**config.mk**
```make
export PLATFORM = sky130hd
export DESIGN_NAME = rscc_top
export DESIGN_NICKNAME = d
export VERILOG_FILES = /design/src/rscc_pkg.sv /design/src/rscc_top.sv
export SDC_FILE = /design/constraint.sdc
export NUM_CORES = 1
export LEC_CHECK = 0
export ABC_AREA = 1
export ABC_CLOCK_PERIOD_IN_PS = 1290
export BUFFER_PORTS_ARGS = -buffer_cell sky130_fd_sc_hd__buf_4
export CAP_MARGIN = 30
export CORE_UTILIZATION = 51
export CTS_CLUSTER_DIAMETER = 100
export DETAILED_ROUTE_END_ITERATION = 12
export MAX_ROUTING_LAYER = met4
export PLACE_DENSITY = 0.78
export SLEW_MARGIN = 20
export SYNTH_ARGS = -nofsm -noshare
export SYNTH_HDL_FRONTEND = slang
export SYNTH_SLANG_ARGS = --single-unit
```
**constraint.sdc**
```tcl
create_clock -name clk -period 1.29 [get_ports clk]
set_input_delay 0 -clock clk [delete_from_list [all_inputs] [get_ports clk]]
set_output_delay 0 -clock clk [all_outputs]
set_load 0.02 [all_outputs]
```
**src/rscc_pkg.sv**
```systemverilog
// package for the reset strap capture block
// assumes a single 25 MHz clock domain and active-low async reset
package rscc_pkg;

  // ****************************************
  // strap and selection encodings
  // ****************************************
  localparam logic [1:0] RSCC_IF_TWI_A = 2'h0;
  localparam logic [1:0] RSCC_IF_TWI_B = 2'h1;
  localparam logic [1:0] RSCC_IF_TWI_C = 2'h2;
  localparam logic [1:0] RSCC_IF_SER = 2'h3;
  localparam logic [6:0] RSCC_TWI_ADDR_A = 7'h6C;
  localparam logic [6:0] RSCC_TWI_ADDR_B = 7'h6D;
  localparam logic [6:0] RSCC_TWI_ADDR_C = 7'h6E;
  localparam logic [1:0] RSCC_REF_XTAL = 2'h1;
  localparam logic [1:0] RSCC_REF_SE = 2'h2;
  localparam logic [4:0] RSCC_STATUS_RST = 5'h00;
  localparam logic [1:0] RSCC_REF_RST = 2'h0;

  // ****************************************
  // output formats and timing
  // ****************************************
  localparam logic [1:0] RSCC_FMT_OFF = 2'h0;
  localparam logic [1:0] RSCC_FMT_CML = 2'h1;
  localparam logic [1:0] RSCC_FMT_HSTL = 2'h2;
  localparam logic [1:0] RSCC_FMT_CMOS = 2'h3;
  localparam int RSCC_CLK_MHZ = 25;
  localparam int RSCC_READY_NS = 1000;
  localparam int RSCC_READY_CYC = (RSCC_READY_NS * RSCC_CLK_MHZ + 999) / 1000;

  typedef struct packed {
    logic test;
    logic [1:0] auto_cfg;
    logic [1:0] host_if;
  } rscc_straps_t;

  typedef struct packed {
    logic [1:0] fmt_one;
    logic [1:0] fmt_two;
    logic [1:0] fmt_three;
  } rscc_out_cfg_t;

endpackage : rscc_pkg

```
**src/rscc_top.sv**
```systemverilog
// reset strap capture and configuration decode
// assumes straps and host pins arrive asynchronously; a host core sits outside
`timescale 1ns/100ps
`default_nettype none

module rscc_top
  import rscc_pkg::*;
#(
  parameter int READY_CYC = RSCC_READY_CYC
) (
  input wire logic clk,
  input wire logic nrst,
  input wire logic test_strap,
  input wire logic auto_config_strap_lo,
  input wire logic auto_config_strap_hi,
  input wire logic host_if_strap_lo_in,
  input wire logic host_if_strap_hi_in,
  output logic host_if_strap_hi_out,
  output logic host_if_strap_hi_oe,
  input wire logic sda_mosi_in,
  output logic sda_mosi_out,
  output logic sda_mosi_oe,
  input wire logic ser_read_data,
  input wire logic ser_read_active,
  input wire logic twi_drive_low,
  output logic cs_n,
  output logic mosi,
  output logic sda,
  output rscc_straps_t strap_capture_status,
  output logic capture_done,
  output logic test_mode,
  output logic ser_mode,
  output logic twi_mode,
  output logic [6:0] twi_addr,
  output rscc_out_cfg_t out_cfg,
  output logic [1:0] ref_input_select,
  output logic osc_a_se_en,
  output logic osc_xtal_en,
  output logic ready
);

  // ****************************************
  // pin synchronisers
  // ****************************************
  // capture is on the third clock after release, not on the async edge itself;
  // straps are static around release so the skew is harmless
  logic [4:0] raw_pins;
  logic [4:0] sync1_q;
  logic [4:0] sync2_q;
  logic [1:0] rel_q;
  // shared data pin is live after release, so it gets its own pair
  logic [1:0] dat_sync_q;
  assign raw_pins = {test_strap, auto_config_strap_hi, auto_config_strap_lo,
                     host_if_strap_hi_in, host_if_strap_lo_in};

  always_ff @(posedge clk or negedge nrst) begin
    if (!nrst) begin
      sync1_q <= 5'h00;
      sync2_q <= 5'h00;
      rel_q <= 2'h0;
      dat_sync_q <= 2'h3;
    end else begin
      sync1_q <= raw_pins;
      sync2_q <= sync1_q;
      rel_q <= {rel_q[0], 1'b1};
      dat_sync_q <= {dat_sync_q[0], sda_mosi_in};
    end
  end

  // ****************************************
  // strap capture
  // ****************************************
  rscc_straps_t status_d;
  rscc_straps_t status_q;
  logic done_d;
  logic done_q;

  always_comb begin
    status_d = status_q;
    done_d = done_q;
    if (rel_q[1] && !done_q) begin
      status_d = rscc_straps_t'(sync2_q);
      done_d = 1'b1;
    end
  end

  always_ff @(posedge clk or negedge nrst) begin
    if (!nrst) begin
      status_q <= rscc_straps_t'(RSCC_STATUS_RST);
      done_q <= 1'b0;
    end else begin
      status_q <= status_d;
      done_q <= done_d;
    end
  end

  // ****************************************
  // decode
  // ****************************************
  rscc_out_cfg_t cfg_d;
  rscc_out_cfg_t cfg_q;
  logic [6:0] addr_d;
  logic [6:0] addr_q;
  logic [1:0] ref_d;
  logic [1:0] ref_q;

  always_comb begin
    cfg_d = cfg_q;
    addr_d = addr_q;
    ref_d = ref_q;
    if (rel_q[1] && !done_q) begin
      ref_d = RSCC_REF_XTAL;
      case (sync2_q[1:0])
        RSCC_IF_TWI_A: addr_d = RSCC_TWI_ADDR_A;
        RSCC_IF_TWI_B: addr_d = RSCC_TWI_ADDR_B;
        RSCC_IF_TWI_C: addr_d = RSCC_TWI_ADDR_C;
        default: addr_d = 7'h00;
      endcase
      case (sync2_q[3:2])
        2'h0: cfg_d = '{RSCC_FMT_CML, RSCC_FMT_OFF, RSCC_FMT_OFF};
        2'h1: cfg_d = '{RSCC_FMT_CML, RSCC_FMT_CML, RSCC_FMT_OFF};
        2'h2: cfg_d = '{RSCC_FMT_CML, RSCC_FMT_HSTL, RSCC_FMT_OFF};
        default: cfg_d = '{RSCC_FMT_CML, RSCC_FMT_CML, RSCC_FMT_CMOS};
      endcase
    end
  end

  always_ff @(posedge clk or negedge nrst) begin
    if (!nrst) begin
      cfg_q <= '{RSCC_FMT_OFF, RSCC_FMT_OFF, RSCC_FMT_OFF};
      addr_q <= 7'h00;
      ref_q <= RSCC_REF_RST;
    end else begin
      cfg_q <= cfg_d;
      addr_q <= addr_d;
      ref_q <= ref_d;
    end
  end

  assign strap_capture_status = status_q;
  assign capture_done = done_q;
  assign out_cfg = cfg_q;
  assign twi_addr = addr_q;
  assign ref_input_select = ref_q;
  assign osc_a_se_en = (ref_q == RSCC_REF_SE);
  assign osc_xtal_en = (ref_q == RSCC_REF_XTAL);
  assign test_mode = done_q && status_q.test;
  assign ser_mode = done_q && (status_q.host_if == RSCC_IF_SER);
  assign twi_mode = done_q && (status_q.host_if != RSCC_IF_SER);

  // ****************************************
  // shared pins after reset
  // ****************************************
  // output enables gated by done_q, which reset clears, so no drive during reset
  always_comb begin
    host_if_strap_hi_out = ser_read_data;
    host_if_strap_hi_oe = ser_mode && ser_read_active;
    sda_mosi_out = 1'b0;
    sda_mosi_oe = twi_mode && twi_drive_low;
  end

  assign cs_n = ser_mode ? sync2_q[0] : 1'b1;
  assign mosi = ser_mode ? dat_sync_q[1] : 1'b0;
  assign sda = twi_mode ? dat_sync_q[1] : 1'b1;

  // ****************************************
  // ready delay
  // ****************************************
  logic [15:0] rdy_cnt_d;
  logic [15:0] rdy_cnt_q;
  logic ready_d;
  logic ready_q;

  always_comb begin
    rdy_cnt_d = rdy_cnt_q;
    ready_d = ready_q;
    if (done_q && !ready_q) begin
      if (rdy_cnt_q >= 16'(READY_CYC - 1)) begin
        ready_d = 1'b1;
      end else begin
        rdy_cnt_d = rdy_cnt_q + 16'h0001;
      end
    end
  end

  always_ff @(posedge clk or negedge nrst) begin
    if (!nrst) begin
      rdy_cnt_q <= 16'h0000;
      ready_q <= 1'b0;
    end else begin
      rdy_cnt_q <= rdy_cnt_d;
      ready_q <= ready_d;
    end
  end

  assign ready = ready_q;

  // ****************************************
  // checks
  // ****************************************
  property p_hold_status;
    @(posedge clk) disable iff (!nrst) done_q |=> $stable(status_q);
  endproperty
  a_hold_status: assert property (p_hold_status) else $error("status changed");

  property p_capture;
    @(posedge clk) disable iff (!nrst)
      (rel_q[1] && !done_q) |=> (status_q == $past(sync2_q));
  endproperty
  a_capture: assert property (p_capture) else $error("bad capture");

  property p_no_drive;
    @(posedge clk) disable iff (!nrst)
      !done_q |-> !host_if_strap_hi_oe && !sda_mosi_oe;
  endproperty
  a_no_drive: assert property (p_no_drive) else $error("pin driven early");

  property p_addr;
    @(posedge clk) disable iff (!nrst)
      (done_q && status_q.host_if == RSCC_IF_TWI_B) |-> twi_addr == RSCC_TWI_ADDR_B;
  endproperty
  a_addr: assert property (p_addr) else $error("bad address");

  property p_cfg3;
    @(posedge clk) disable iff (!nrst)
      (done_q && status_q.auto_cfg == 2'h3) |-> out_cfg.fmt_three == RSCC_FMT_CMOS;
  endproperty
  a_cfg3: assert property (p_cfg3) else $error("bad config");

  property p_xtal;
    @(posedge clk) disable iff (!nrst) done_q |-> osc_xtal_en && !osc_a_se_en;
  endproperty
  a_xtal: assert property (p_xtal) else $error("reference not crystal");

  property p_ready_low;
    @(posedge clk) disable iff (!nrst) $rose(done_q) |-> !ready [*2];
  endproperty
  a_ready_low: assert property (p_ready_low) else $error("ready too soon");

  property p_ready_on;
    @(posedge clk) disable iff (!nrst) $rose(done_q) |-> ##[1:40] ready;
  endproperty
  a_ready_on: assert property (p_ready_on) else $error("ready late");

  property p_test;
    @(posedge clk) disable iff (!nrst) test_mode |-> status_q.test && done_q;
  endproperty
  a_test: assert property (p_test) else $error("bad test mode");

  property p_cs;
    @(posedge clk) disable iff (!nrst) !ser_mode |-> cs_n;
  endproperty
  a_cs: assert property (p_cs) else $error("select outside serial mode");

  property p_addr_all;
    @(posedge clk) disable iff (!nrst)
      twi_mode |-> twi_addr == RSCC_TWI_ADDR_A + 7'(status_q.host_if);
  endproperty
  a_addr_all: assert property (p_addr_all) else $error("bad two-wire address");

  property p_mode_excl;
    @(posedge clk) disable iff (!nrst) done_q |-> ser_mode != twi_mode;
  endproperty
  a_mode_excl: assert property (p_mode_excl) else $error("modes overlap");

  property p_cfg2;
    @(posedge clk) disable iff (!nrst)
      (done_q && status_q.auto_cfg == 2'h2) |-> out_cfg.fmt_two == RSCC_FMT_HSTL;
  endproperty
  a_cfg2: assert property (p_cfg2) else $error("bad second output");

  property p_hold_decode;
    @(posedge clk) disable iff (!nrst)
      done_q |=> $stable(out_cfg) && $stable(twi_addr) && $stable(ref_input_select);
  endproperty
  a_hold_decode: assert property (p_hold_decode) else $error("decode changed");

  property p_twi_release;
    @(posedge clk) disable iff (!nrst) twi_mode |-> !host_if_strap_hi_oe;
  endproperty
  a_twi_release: assert property (p_twi_release) else $error("read pin driven");

  property p_ref_one;
    @(posedge clk) disable iff (!nrst) !(osc_a_se_en && osc_xtal_en);
  endproperty
  a_ref_one: assert property (p_ref_one) else $error("both reference paths on");

endmodule : rscc_top

`default_nettype wire

```
* Word-level counts from Yosys, hierarchy flattened
Cells that the tools add are included.
** Word-level totals
- Word-level logic and storage cells :: 41
- Input port bits :: 11
- Bits in registers :: 50
- Output and inout port bits :: 34
** Cells by class
- Bitwise gates (word level) :: 1
- Multiplexer cells :: 5
- Reductions and logical operators :: 13
- Add/sub/neg operators :: 1
- Order comparisons :: 1
- Equal/unequal tests :: 6
** Operator list (number)
- 7-bit case mux with 3 select lines :: 1
- 16-bit by 1-bit adder with 16-bit output (second input constant) :: 1
- 16-bit by 5-bit greater-or-equal comparator with 1-bit output (second input constant) :: 1
- 4-bit case mux with 3 select lines :: 1
- 1-bit logical AND :: 7
- 2-bit == test (second input constant) :: 3
- 2-bit by 1-bit == test with 1-bit output (second input constant) :: 2
- 2-bit logical NOT :: 2
- 2-bit AND reduction :: 2
- 1-bit 2-to-1 mux :: 3
- 1-bit logical NOT :: 2
- 2-bit inequality test (second input constant) :: 1
- 1-bit inverter :: 1

* Depth between registers and ports, before layout
Gate-level depths: netlist of run 1.
- Depth after elaboration :: 3
- Gate-level depth with buffers :: 6
- Gate-level depth less buffers :: 6

* Least setup slack after synthesis of run 1
Ideal clock, no wire load.
- Kind :: register to output
- Start :: register, netlist name out_cfg[4]
- End :: output port sda_mosi_oe
- Stages on the path, launching flop included :: 4
- Data required time :: 1.290 ns
- Arrival time :: 1.383 ns
- Slack :: -0.093 ns
- Path through :: dfrtp_1 -> inv_2 -> a21oi_1 -> and2_1
** RTL lines
- end: declaration :: RTL line rscc_top.sv:22 : output logic sda_mosi_oe,

* Worst setup path after layout of run 1
- Start :: register status_q, in the netlist strap_capture_status[0]
- End :: output port cs_n
** On the way
- Word-level cells in the longest chain between the ends :: 3
** Ends and longest elaborated chain
- start: declaration :: RTL line rscc_top.sv:74 : rscc_straps_t status_q;
- start signal: assignment :: RTL line rscc_top.sv:89 : status_q <= rscc_straps_t'(RSCC_STATUS_RST);
- start signal: assignment :: RTL line rscc_top.sv:92 : status_q <= status_d;
- 2-bit == test :: RTL line rscc_top.sv:148 : assign ser_mode = done_q && (status_q.host_if == RSCC_IF_SER);
- 1-bit logical AND :: RTL line rscc_top.sv:148
- 1-bit 2-to-1 mux :: RTL line rscc_top.sv:162 : assign cs_n = ser_mode ? sync2_q[0] : 1'b1;
- end: declaration :: RTL line rscc_top.sv:26 : output logic cs_n,
No other way between the ends.

==> flow_summary.ini, run 1 <==
[run_status]
status = finished with violations
violations = setup timing

[synth]
synth_ff_type = dfrtp_1
synth_top_cell_by_area = dfrtp_1
yosys_warnings = 0
synthDominantCellAreaShare = 0.612
yosysUniqueCellTypes = 28
netlist_area_um2 = 1680
synth_edf_count = 0
ys_seq_area_frac = 0.644
synthTopCellsByArea = dfrtp_1 (61%), nand2_1 (8.3%), buf_4 (5.8%), dfstp_2 (3.1%), inv_1 (2.7%)
syn_avg_cell_area_um2 = 10.7
async_reset_ff_frac = 1.00
ys_ff_latch = 43
synthCells = 157

[detailed_routing]
drt-pass1-iter-count = 4
vias = 1087
wl_per_cell_um = 12.1
drtIter0Drc = 29
via_per_inst = 4.59
drcViolationCount = 0
wirelength_um = 2870
ant_nets = 0

[timing]
timing.fmax_mhz = 702
finalMaxSlewViolations = 0
hold_viol = 0
setup_ws_ps = -135
rsz0062_at_grt = true
setup_viol = 5
finClkSkew_ps = 9.54
fin_crit_ps = 1430
slew-limit-headroom = 0.656
holdWs_ps = 0.0289
tightest_slew_ps = 516
fin_tns_setup_ps = -331
post-route-period-util = 1.10

[clocking]
h-tree-depth = 2
cts_buffers = 5
cts_buffer_depth = 2
cts_tree = yes
clk_pin_slew_worst_paths_ps = 130
clkSinkCount = 43
insertion_delay_ps = 350
root_buffer = clkbuf_4

[pwr]
cellLeakagePower_uw = 0.00112
peakVddDrop_v = 0.000892
powerDensity_nw_per_um2 = 1560

[run]
maxCapViolations = 0

[final_layout]
area_growth_pct = 27.0
final_cell_mix = dfrtp_1 (40), buf_4 (38), nand2_1 (36)
fin_util = 0.691
drive_gt1_frac = 0.347
antenna_cells = 0
final_cells = 237
final_common_cell = dfrtp_1
nNetsFinal = 205

[critical_path]
critical_path_class = register to output pin
required_ps = 1290
cp_max_fo = 3
start_kind = register
arrival_ps = 1430
cp-end-kind = output pin

[die]
core-area_um2 = 3080
row_count = 20
io_pins = 45
start_util = 0.544
die_h_um = 59.3
die_w_um = 59.3
dieArea_um2 = 3520

[place]
dp_hpwl_um = 1870
place.gp.congestion = 0.740
io_buffers = 37
placed_cells = 219

[grt]
grt_pass1_vias = 1061
track_usage = 0.199
grt_remaining_overflow = 0
antenna_found_initial = 0
grt_pass1_wl_um = 4750
grt_max_degree = 44

[hold_path]
hold_path_class = input port to output pin
==> critical path: stages (launching register included) <==
cell,delay [ps]
dfrtp_1,390
inv_2,70
nor3_4,200
inv_2,60
or2_1,220
buf_6,130
==> what timing repair did <==
action	CTS	global route
endpoints found under the setup margin	6	9
hold endpoints to repair	49	0
gates resized for setup	7	3
hold buffers	7	0
buffers inserted	3	0
pin swaps	1	0
==> sequential cells by signal (all words and copies together) (netlist names) <==
name	flops
sync2_q	5
strap_capture_status	5
dat_sync_q	2
sync1_q	5
rdy_cnt_q	16
out_cfg	4
twi_addr	3
rel_q	2
ready	1
==> synth_stat cells (2+ instances only) <==
library cell / instances
buf_4: 13
clkbuf_1: 11
conb_1: 2
dfrtp_1: 41
dfstp_2: 2
ha_1: 2
inv_1: 12
inv_2: 2
nand2_1: 37
nand3_1: 2
nand4_1: 6
nor2_1: 8
o21ai_0: 2
o21ai_1: 3
==> per-stage QoR <==
step                power, uW  setup WS [ps]  instance area [um^2]
global placement         2240            172                  1900
global route             3490           -201                  2130
CTS                      3340           -131                  2120
floorplan                2050           55.3                  1700
finish                   3320           -135                  2130
detailed placement       2270            139                  1900
==> area by class of cell <==
| class | count | area [um^2] |
|---|---|---|
| Tap cell | 44 | 55.1 |
| Clock buffer | 5 | 37.5 |
| Timing Repair Buffer | 49 | 400 |
| Inverter | 14 | 52.6 |
| Sequential cell | 43 | 1080 |
| Multi-Input combinational cell | 79 | 434 |
| Fill cell | 228 | 951 |
| Clock inverter | 3 | 67.6 |
==> power breakdown <==
group	switching, uW	leakage, uW	total, uW	internal, uW
clock network	428	0.0000514	1030	602
registers	130	0.000536	1620	1490
logic	383	0.000530	672	289
total	940	0.00112	3320	2380
==> worst paths after layout <==
kind | from | end | slack, ps | cells past startpoint
worst max-delay path | strap_capture_status[0]$_DFFE_PN0P_ | cs_n | -140 | 5
worst min-delay path | ser_read_data | host_if_strap_hi_out | 0.03 | 0
worst max register to register | rdy_cnt_q[11]$_DFFE_PN0P_ | ready$_DFFE_PN0P_ | 130 | 4
worst min register to register | rel_q[0]$_DFF_PN0_ | rel_q[1]$_DFF_PN0_ | 360 | 0
max in group asynchronous | nrst | out_cfg[4]$_DFFE_PN0P_ | 750 | 2
min in group asynchronous | nrst | sync2_q[1]$_DFF_PN0_ | 160 | 2
==> layer usage <==
metal  global-route usage  vias up  routed length [um]
met5                    -        -                   0
met4                0.122        0                  78
met3               0.0655       12                 143
met2                0.302       36                1480
met1                0.229      513                1170
li1                     -      526                   -
==> kinds of logic after synthesis <==
kind of cell,Yosys count,synth area share
AOI/OAI and AO/OA,8,0.0261
adders and majority gates,2,0.0149
buffers and inverters,39,0.117
other,2,0.00448
and+or+nand+nor,62,0.188
DFF,43,0.644
xor gates and xnor gates,1,0.00523
(Power assumes the default switching activity.)
==> inputs of run 2 (changes only) <==
--- a/config.mk
+++ b/config.mk
@@ -7,13 +7,13 @@
 export LEC_CHECK = 0
 export ABC_AREA = 1
 export ABC_CLOCK_PERIOD_IN_PS = 1290
-export BUFFER_PORTS_ARGS = -buffer_cell sky130_fd_sc_hd__buf_4
 export CAP_MARGIN = 30
-export CORE_UTILIZATION = 51
+export CORE_UTILIZATION = 55
 export CTS_CLUSTER_DIAMETER = 100
 export DETAILED_ROUTE_END_ITERATION = 12
+export DONT_BUFFER_PORTS = 1
 export MAX_ROUTING_LAYER = met4
-export PLACE_DENSITY = 0.78
+export PLACE_DENSITY = 0.8
 export SLEW_MARGIN = 20
 export SYNTH_ARGS = -nofsm -noshare
 export SYNTH_HDL_FRONTEND = slang
==> run 2 against run 1 <==
Effect of this change:
- the run ends with DRC left
- sequential power up 2%
- critical path type unchanged
- register-to-register slack got worse by 20 ps
- critical path depth is 1 lower
- die area is 7.0% lower
- total power is 15% lower
- cell count down 17%
- worst setup slack improved by 150 ps
- clock power is 37% lower
- highest routed layer unchanged
- via count decreased by 8.9%
- combinational power shrank 20%
==> flow_summary.ini, run 2 (synthesis results as in run 1) <==
[run_status]
status = finished with violations
violations = DRC

[detailed_routing]
drcViolationCount = 4
wirelength_um = 2520
ant_nets = 0
drtIter0Drc = 27
via_per_inst = 5.05
wl_per_cell_um = 12.8
drt-pass1-iter-count = 10
vias = 990

[timing]
fin_crit_ps = 1280
finalMaxSlewViolations = 0
post-route-period-util = 0.988
fin_tns_setup_ps = 0
finClkSkew_ps = 11.8
rsz0062_at_grt = true
setup_ws_ps = 14.9
hold_viol = 0
timing.fmax_mhz = 784
setup_viol = 0

[grt]
grt_pass1_wl_um = 4220
grt_remaining_overflow = 0
track_usage = 0.181
grt_pass1_vias = 1008
grt_max_degree = 44
antenna_found_initial = 0

[critical_path]
crit_top_cell = inv_2
cp_max_fo = 3
timing.rr.end = rdy_cnt_q[3]$_DFFE_PN0P_
required_ps = 1290
cp-end-kind = output pin
critical_path_class = register to output pin
timing.critical_path.cells = inv_2 > nor3_4 > inv_2 > or2_4
worstRegToRegCells = 6
r2r-start = rdy_cnt_q[3]$_DFFE_PN0P_
arrival_ps = 1280
critPathMaxStageDelay_ps = 380
cp_slowest_cell = dfrtp_1
start_kind = register
reg2reg_slack_ps = 110

[pwr]
peakVddDrop_v = 0.000857
pwr-share-seq = 0.584
cellLeakagePower_uw = 0.000967
powerDensity_nw_per_um2 = 1530
power_uw = 2840
combPwrFrac = 0.189
switching_share = 0.308
power.internal_uw = 1960
clkPwrFrac = 0.227
netSwitchingPower_uw = 876

[place]
place.gp.congestion = 0.799
dp_hpwl_um = 1650
placed_cells = 178
io_buffers = 0
dp_slack_ps = 116

[die]
die_w_um = 57.2
io_pins = 45
row_count = 19
dieArea_um2 = 3270
die_h_um = 57.2
core-area_um2 = 2830
start_util = 0.592

[run]
maxCapViolations = 0

[final_layout]
fin_util = 0.657
fillCellCount = 212
area_growth_pct = 10.9
regMostFlops = rdy_cnt_q
antenna_cells = 0
nNetsFinal = 177
largest_reg_flops = 16
final_cell_mix = dfrtp_1 (40), nand2_1 (37), buf_4 (13)
final_common_cell = dfrtp_1
drive_gt1_frac = 0.224
final_cells = 196

[hold_path]
worstHoldPathCells = 0
min-delay-start = ser_read_data
worstHoldEndpoint = host_if_strap_hi_out
hold_path_class = input port to output pin

[clocking]
clkSinkCount = 43
insertion_delay_ps = 340
clk_pin_slew_worst_paths_ps = 100
cts_tree = yes
cts_buffer_depth = 2
h-tree-depth = 2
cts_buffers = 5
root_buffer = clkbuf_4
## run 2: final cells by class
| type | count | area, um^2 | share of cell area |
|---|---|---|---|
| Inverter | 14 | 52.6 | 0.0283 |
| Sequential cell | 43 | 1080 | 0.581 |
| Clock inverter | 1 | 5.00 | 0.00269 |
| Clock buffer | 7 | 55.1 | 0.0296 |
| Tap cell | 31 | 38.8 | 0.0209 |
| Multi-Input combinational cell | 79 | 439 | 0.236 |
| Timing Repair Buffer | 21 | 188 | 0.101 |
## run 2: power by group through the flow
stage	combinational [uW]	clock, uW	sequential (uW)
floorplan	372	0	1680
global placement	442	0	1670
detailed placement	476	0	1680
CTS	536	674	1660
global route	611	716	1670
finish	536	644	1660
## run 2: metrics by stage
step | cell area, um^2 | hold slack (ps)
5_1_grt | 1860 | 0.0394
4_1_cts | 1840 | 0.236
6_report | 1860 | 0.00892
2_1_floorplan | 1700 | -296
3_5_place_dp | 1670 | -295
3_3_place_gp | 1670 | -295
## run 2: routing by layer
metal,track usage,up-vias,share of wire
met5,-,-,0
met4,0.115,0,0.023
met3,0.0522,6,0.047
met2,0.277,29,0.52
met1,0.209,478,0.41
li1,-,477,-
## run 2: repair_timing
action	4_1_cts	5_1_grt
hold buffers	8	0
endpoints found under the setup margin	4	11
endpoints found under the hold margin	49	0
gates resized for setup	3	4
buffers inserted	2	0
pin swaps	1	1
## run 2: worst max-delay path: cells and delay by family, from the launching register on
kind	cells	cell delay, ps
buffers and inverters	2	120
DFF	1	380
and+or+nand+nor	2	460
## run 2: worst max path at each step
stage	cells past startpoint	endpoint	startpoint
6_report	4	cs_n	strap_capture_status[0]$_DFFE_PN0P_
5_1_grt	5	mosi	strap_capture_status[0]$_DFFE_PN0P_
3_5_place_dp	5	rdy_cnt_q[3]$_DFFE_PN0P_	rdy_cnt_q[11]$_DFFE_PN0P_
3_3_place_gp	4	ready$_DFFE_PN0P_	rdy_cnt_q[11]$_DFFE_PN0P_
4_1_cts	4	cs_n	strap_capture_status[0]$_DFFE_PN0P_
2_1_floorplan	4	host_if_strap_hi_oe	strap_capture_status[1]$_DFFE_PN0P_
==> inputs of run 3 (changes only) <==
--- a/config.mk
+++ b/config.mk
@@ -14,6 +14,7 @@
 export DONT_BUFFER_PORTS = 1
 export MAX_ROUTING_LAYER = met4
 export PLACE_DENSITY = 0.8
+export RECOVER_POWER = 50
 export SLEW_MARGIN = 20
 export SYNTH_ARGS = -nofsm -noshare
 export SYNTH_HDL_FRONTEND = slang
==> run 3 against run 2 <==
Effect of this change:
- the flow still finishes with violations (DRC)
- worst setup slack improved by 2.2 ps
- flip-flop and latch count did not move
- die area unchanged
- clock power about the same
==> flow_summary.ini, run 3 (synthesis results as in run 1) <==
[place]
place.gp.congestion = 0.799
io_buffers = 0
placed_cells = 178
dp_hpwl_um = 1650
dp_slack_ps = 116

[timing]
setup_viol = 0
finalMaxSlewViolations = 0
setup_ws_ps = 17.1
tightest_slew_ps = 995
post-route-period-util = 0.987
fin_tns_setup_ps = 0
slew-limit-headroom = 0.336
fin_crit_ps = 1270
finClkSkew_ps = 12.1
hold_viol = 0
rsz0062_at_grt = true
timing.fmax_mhz = 786

[clocking]
h-tree-depth = 2
insertion_delay_ps = 340
clkSinkCount = 43
cts_tree = yes
cts_buffer_depth = 2
clk_pin_slew_worst_paths_ps = 100
root_buffer = clkbuf_4
cts_buffers = 5

[final_layout]
largest_reg_flops = 16
regMostFlops = rdy_cnt_q
nNetsFinal = 177
final-seq-area_um2 = 1080
fillCellCount = 213
drive_gt1_frac = 0.224
area_growth_pct = 10.0
final_common_cell = dfrtp_1
antenna_cells = 0
final_cell_mix = dfrtp_1 (40), nand2_1 (37), buf_4 (13)
multiInputGateArea_um2 = 439
final_cells = 196

[critical_path]
timing.critical_path.cells = inv_2 > nor3_4 > inv_2 > or2_4
critPathMaxStageDelay_ps = 380
timing.rr.end = rdy_cnt_q[3]$_DFFE_PN0P_
critical_path_class = register to output pin
worstRegToRegCells = 6
crit_buf_inv = 2
cp-startpoint = strap_capture_status[0]$_DFFE_PN0P_
required_ps = 1290
start_kind = register
cp_max_fo = 3
cp_slowest_cell = dfrtp_1
cp-end-kind = output pin
crit_family = simple AND/OR/NAND/NOR gates
crit_path_end = cs_n
crit_top_cell = inv_2
crit_cells = 4
reg2reg_slack_ps = 110
arrival_ps = 1270
r2r-start = rdy_cnt_q[3]$_DFFE_PN0P_

[die]
dieArea_um2 = 3270
core-area_um2 = 2830
io_pins = 45
start_util = 0.592
die_w_um = 57.2
row_count = 19
die_h_um = 57.2

[pwr]
power_uw = 2830
powerDensity_nw_per_um2 = 1540
peakVddDrop_v = 0.000858
cellLeakagePower_uw = 0.000961

[grt]
grt_pass1_wl_um = 4220
track_usage = 0.181
antenna_found_initial = 0
grt_max_degree = 44
grt_remaining_overflow = 0
grt_pass1_vias = 1008

[hold_path]
hold_path_class = input port to output pin

[detailed_routing]
ant_nets = 0
wirelength_um = 2520
wl_per_cell_um = 12.9
via_per_inst = 5.09
drtIter0Drc = 31
vias = 997
drt-pass1-iter-count = 10
drcViolationCount = 4

[run_status]
violations = DRC
status = finished with violations

[run]
maxCapViolations = 0
## run 3: changes by cell type in the layout (fill, tap and decap cells not counted)
cell	delta
buf_12	-1
clkbuf_2	+1
## run 3: layer usage
metal,up-vias,global-route usage,part of all wire
met2,32,0.277,0.52
li1,478,-,-
met5,-,-,0
met3,6,0.0522,0.047
met1,481,0.209,0.41
met4,0,0.115,0.023
## run 3: stage by stage
step / hold WS, ps / instance area (um^2) / utilization
floorplan: -296 / 1700 / -
global placement: -295 / 1670 / 0.591
detailed placement: -295 / 1670 / 0.591
CTS: 0.236 / 1840 / 0.651
global route: 0.0394 / 1840 / 0.651
finish: 0.00892 / 1840 / 0.651
## run 3: worst reg2reg max path, cell delays in order, from the launching register on
cell,delay (ps)
dfrtp_1,460
nand2_1,80
nand2_1,80
nor2_4,210
nand3_4,110
nand2_1,90
nand2_1,50
## run 3: report_power, final
| group | internal [uW] | total (uW) | switching (uW) |
|---|---|---|---|
| sequential | 1490 | 1660 | 169 |
| clock | 265 | 643 | 379 |
| combinational | 203 | 530 | 327 |
## run 3: what timing repair did
item / CTS / global route
endpoints found under the hold margin: 49 / 0
buffers inserted: 2 / 0
hold buffers: 8 / 0
pin swaps: 1 / 1
resized for setup: 3 / 4
endpoints found under the setup margin: 4 / 11
## run 3: area by class of cell
cell class                      count  share of cell area
Clock buffer                        7              0.0299
Clock inverter                      1             0.00272
Inverter                           14              0.0285
Multi-Input combinational cell     79               0.238
Sequential cell                    43               0.586
Tap cell                           31              0.0210
Timing Repair Buffer               21              0.0937
## run 3: worst min path at each step
stage	start	end	slack [ps]	cells past startpoint
after detailed placement	nrst	out_cfg[2]$_DFFE_PN0P_	-290	0
after CTS	ser_read_data	host_if_strap_hi_out	0.2	0
final	ser_read_data	host_if_strap_hi_out	0.009	0
after global routing	ser_read_data	host_if_strap_hi_out	0.04	0
after floorplan	nrst	out_cfg[0]$_DFFE_PN0P_	-300	0
after global placement	nrst	out_cfg[2]$_DFFE_PN0P_	-290	0
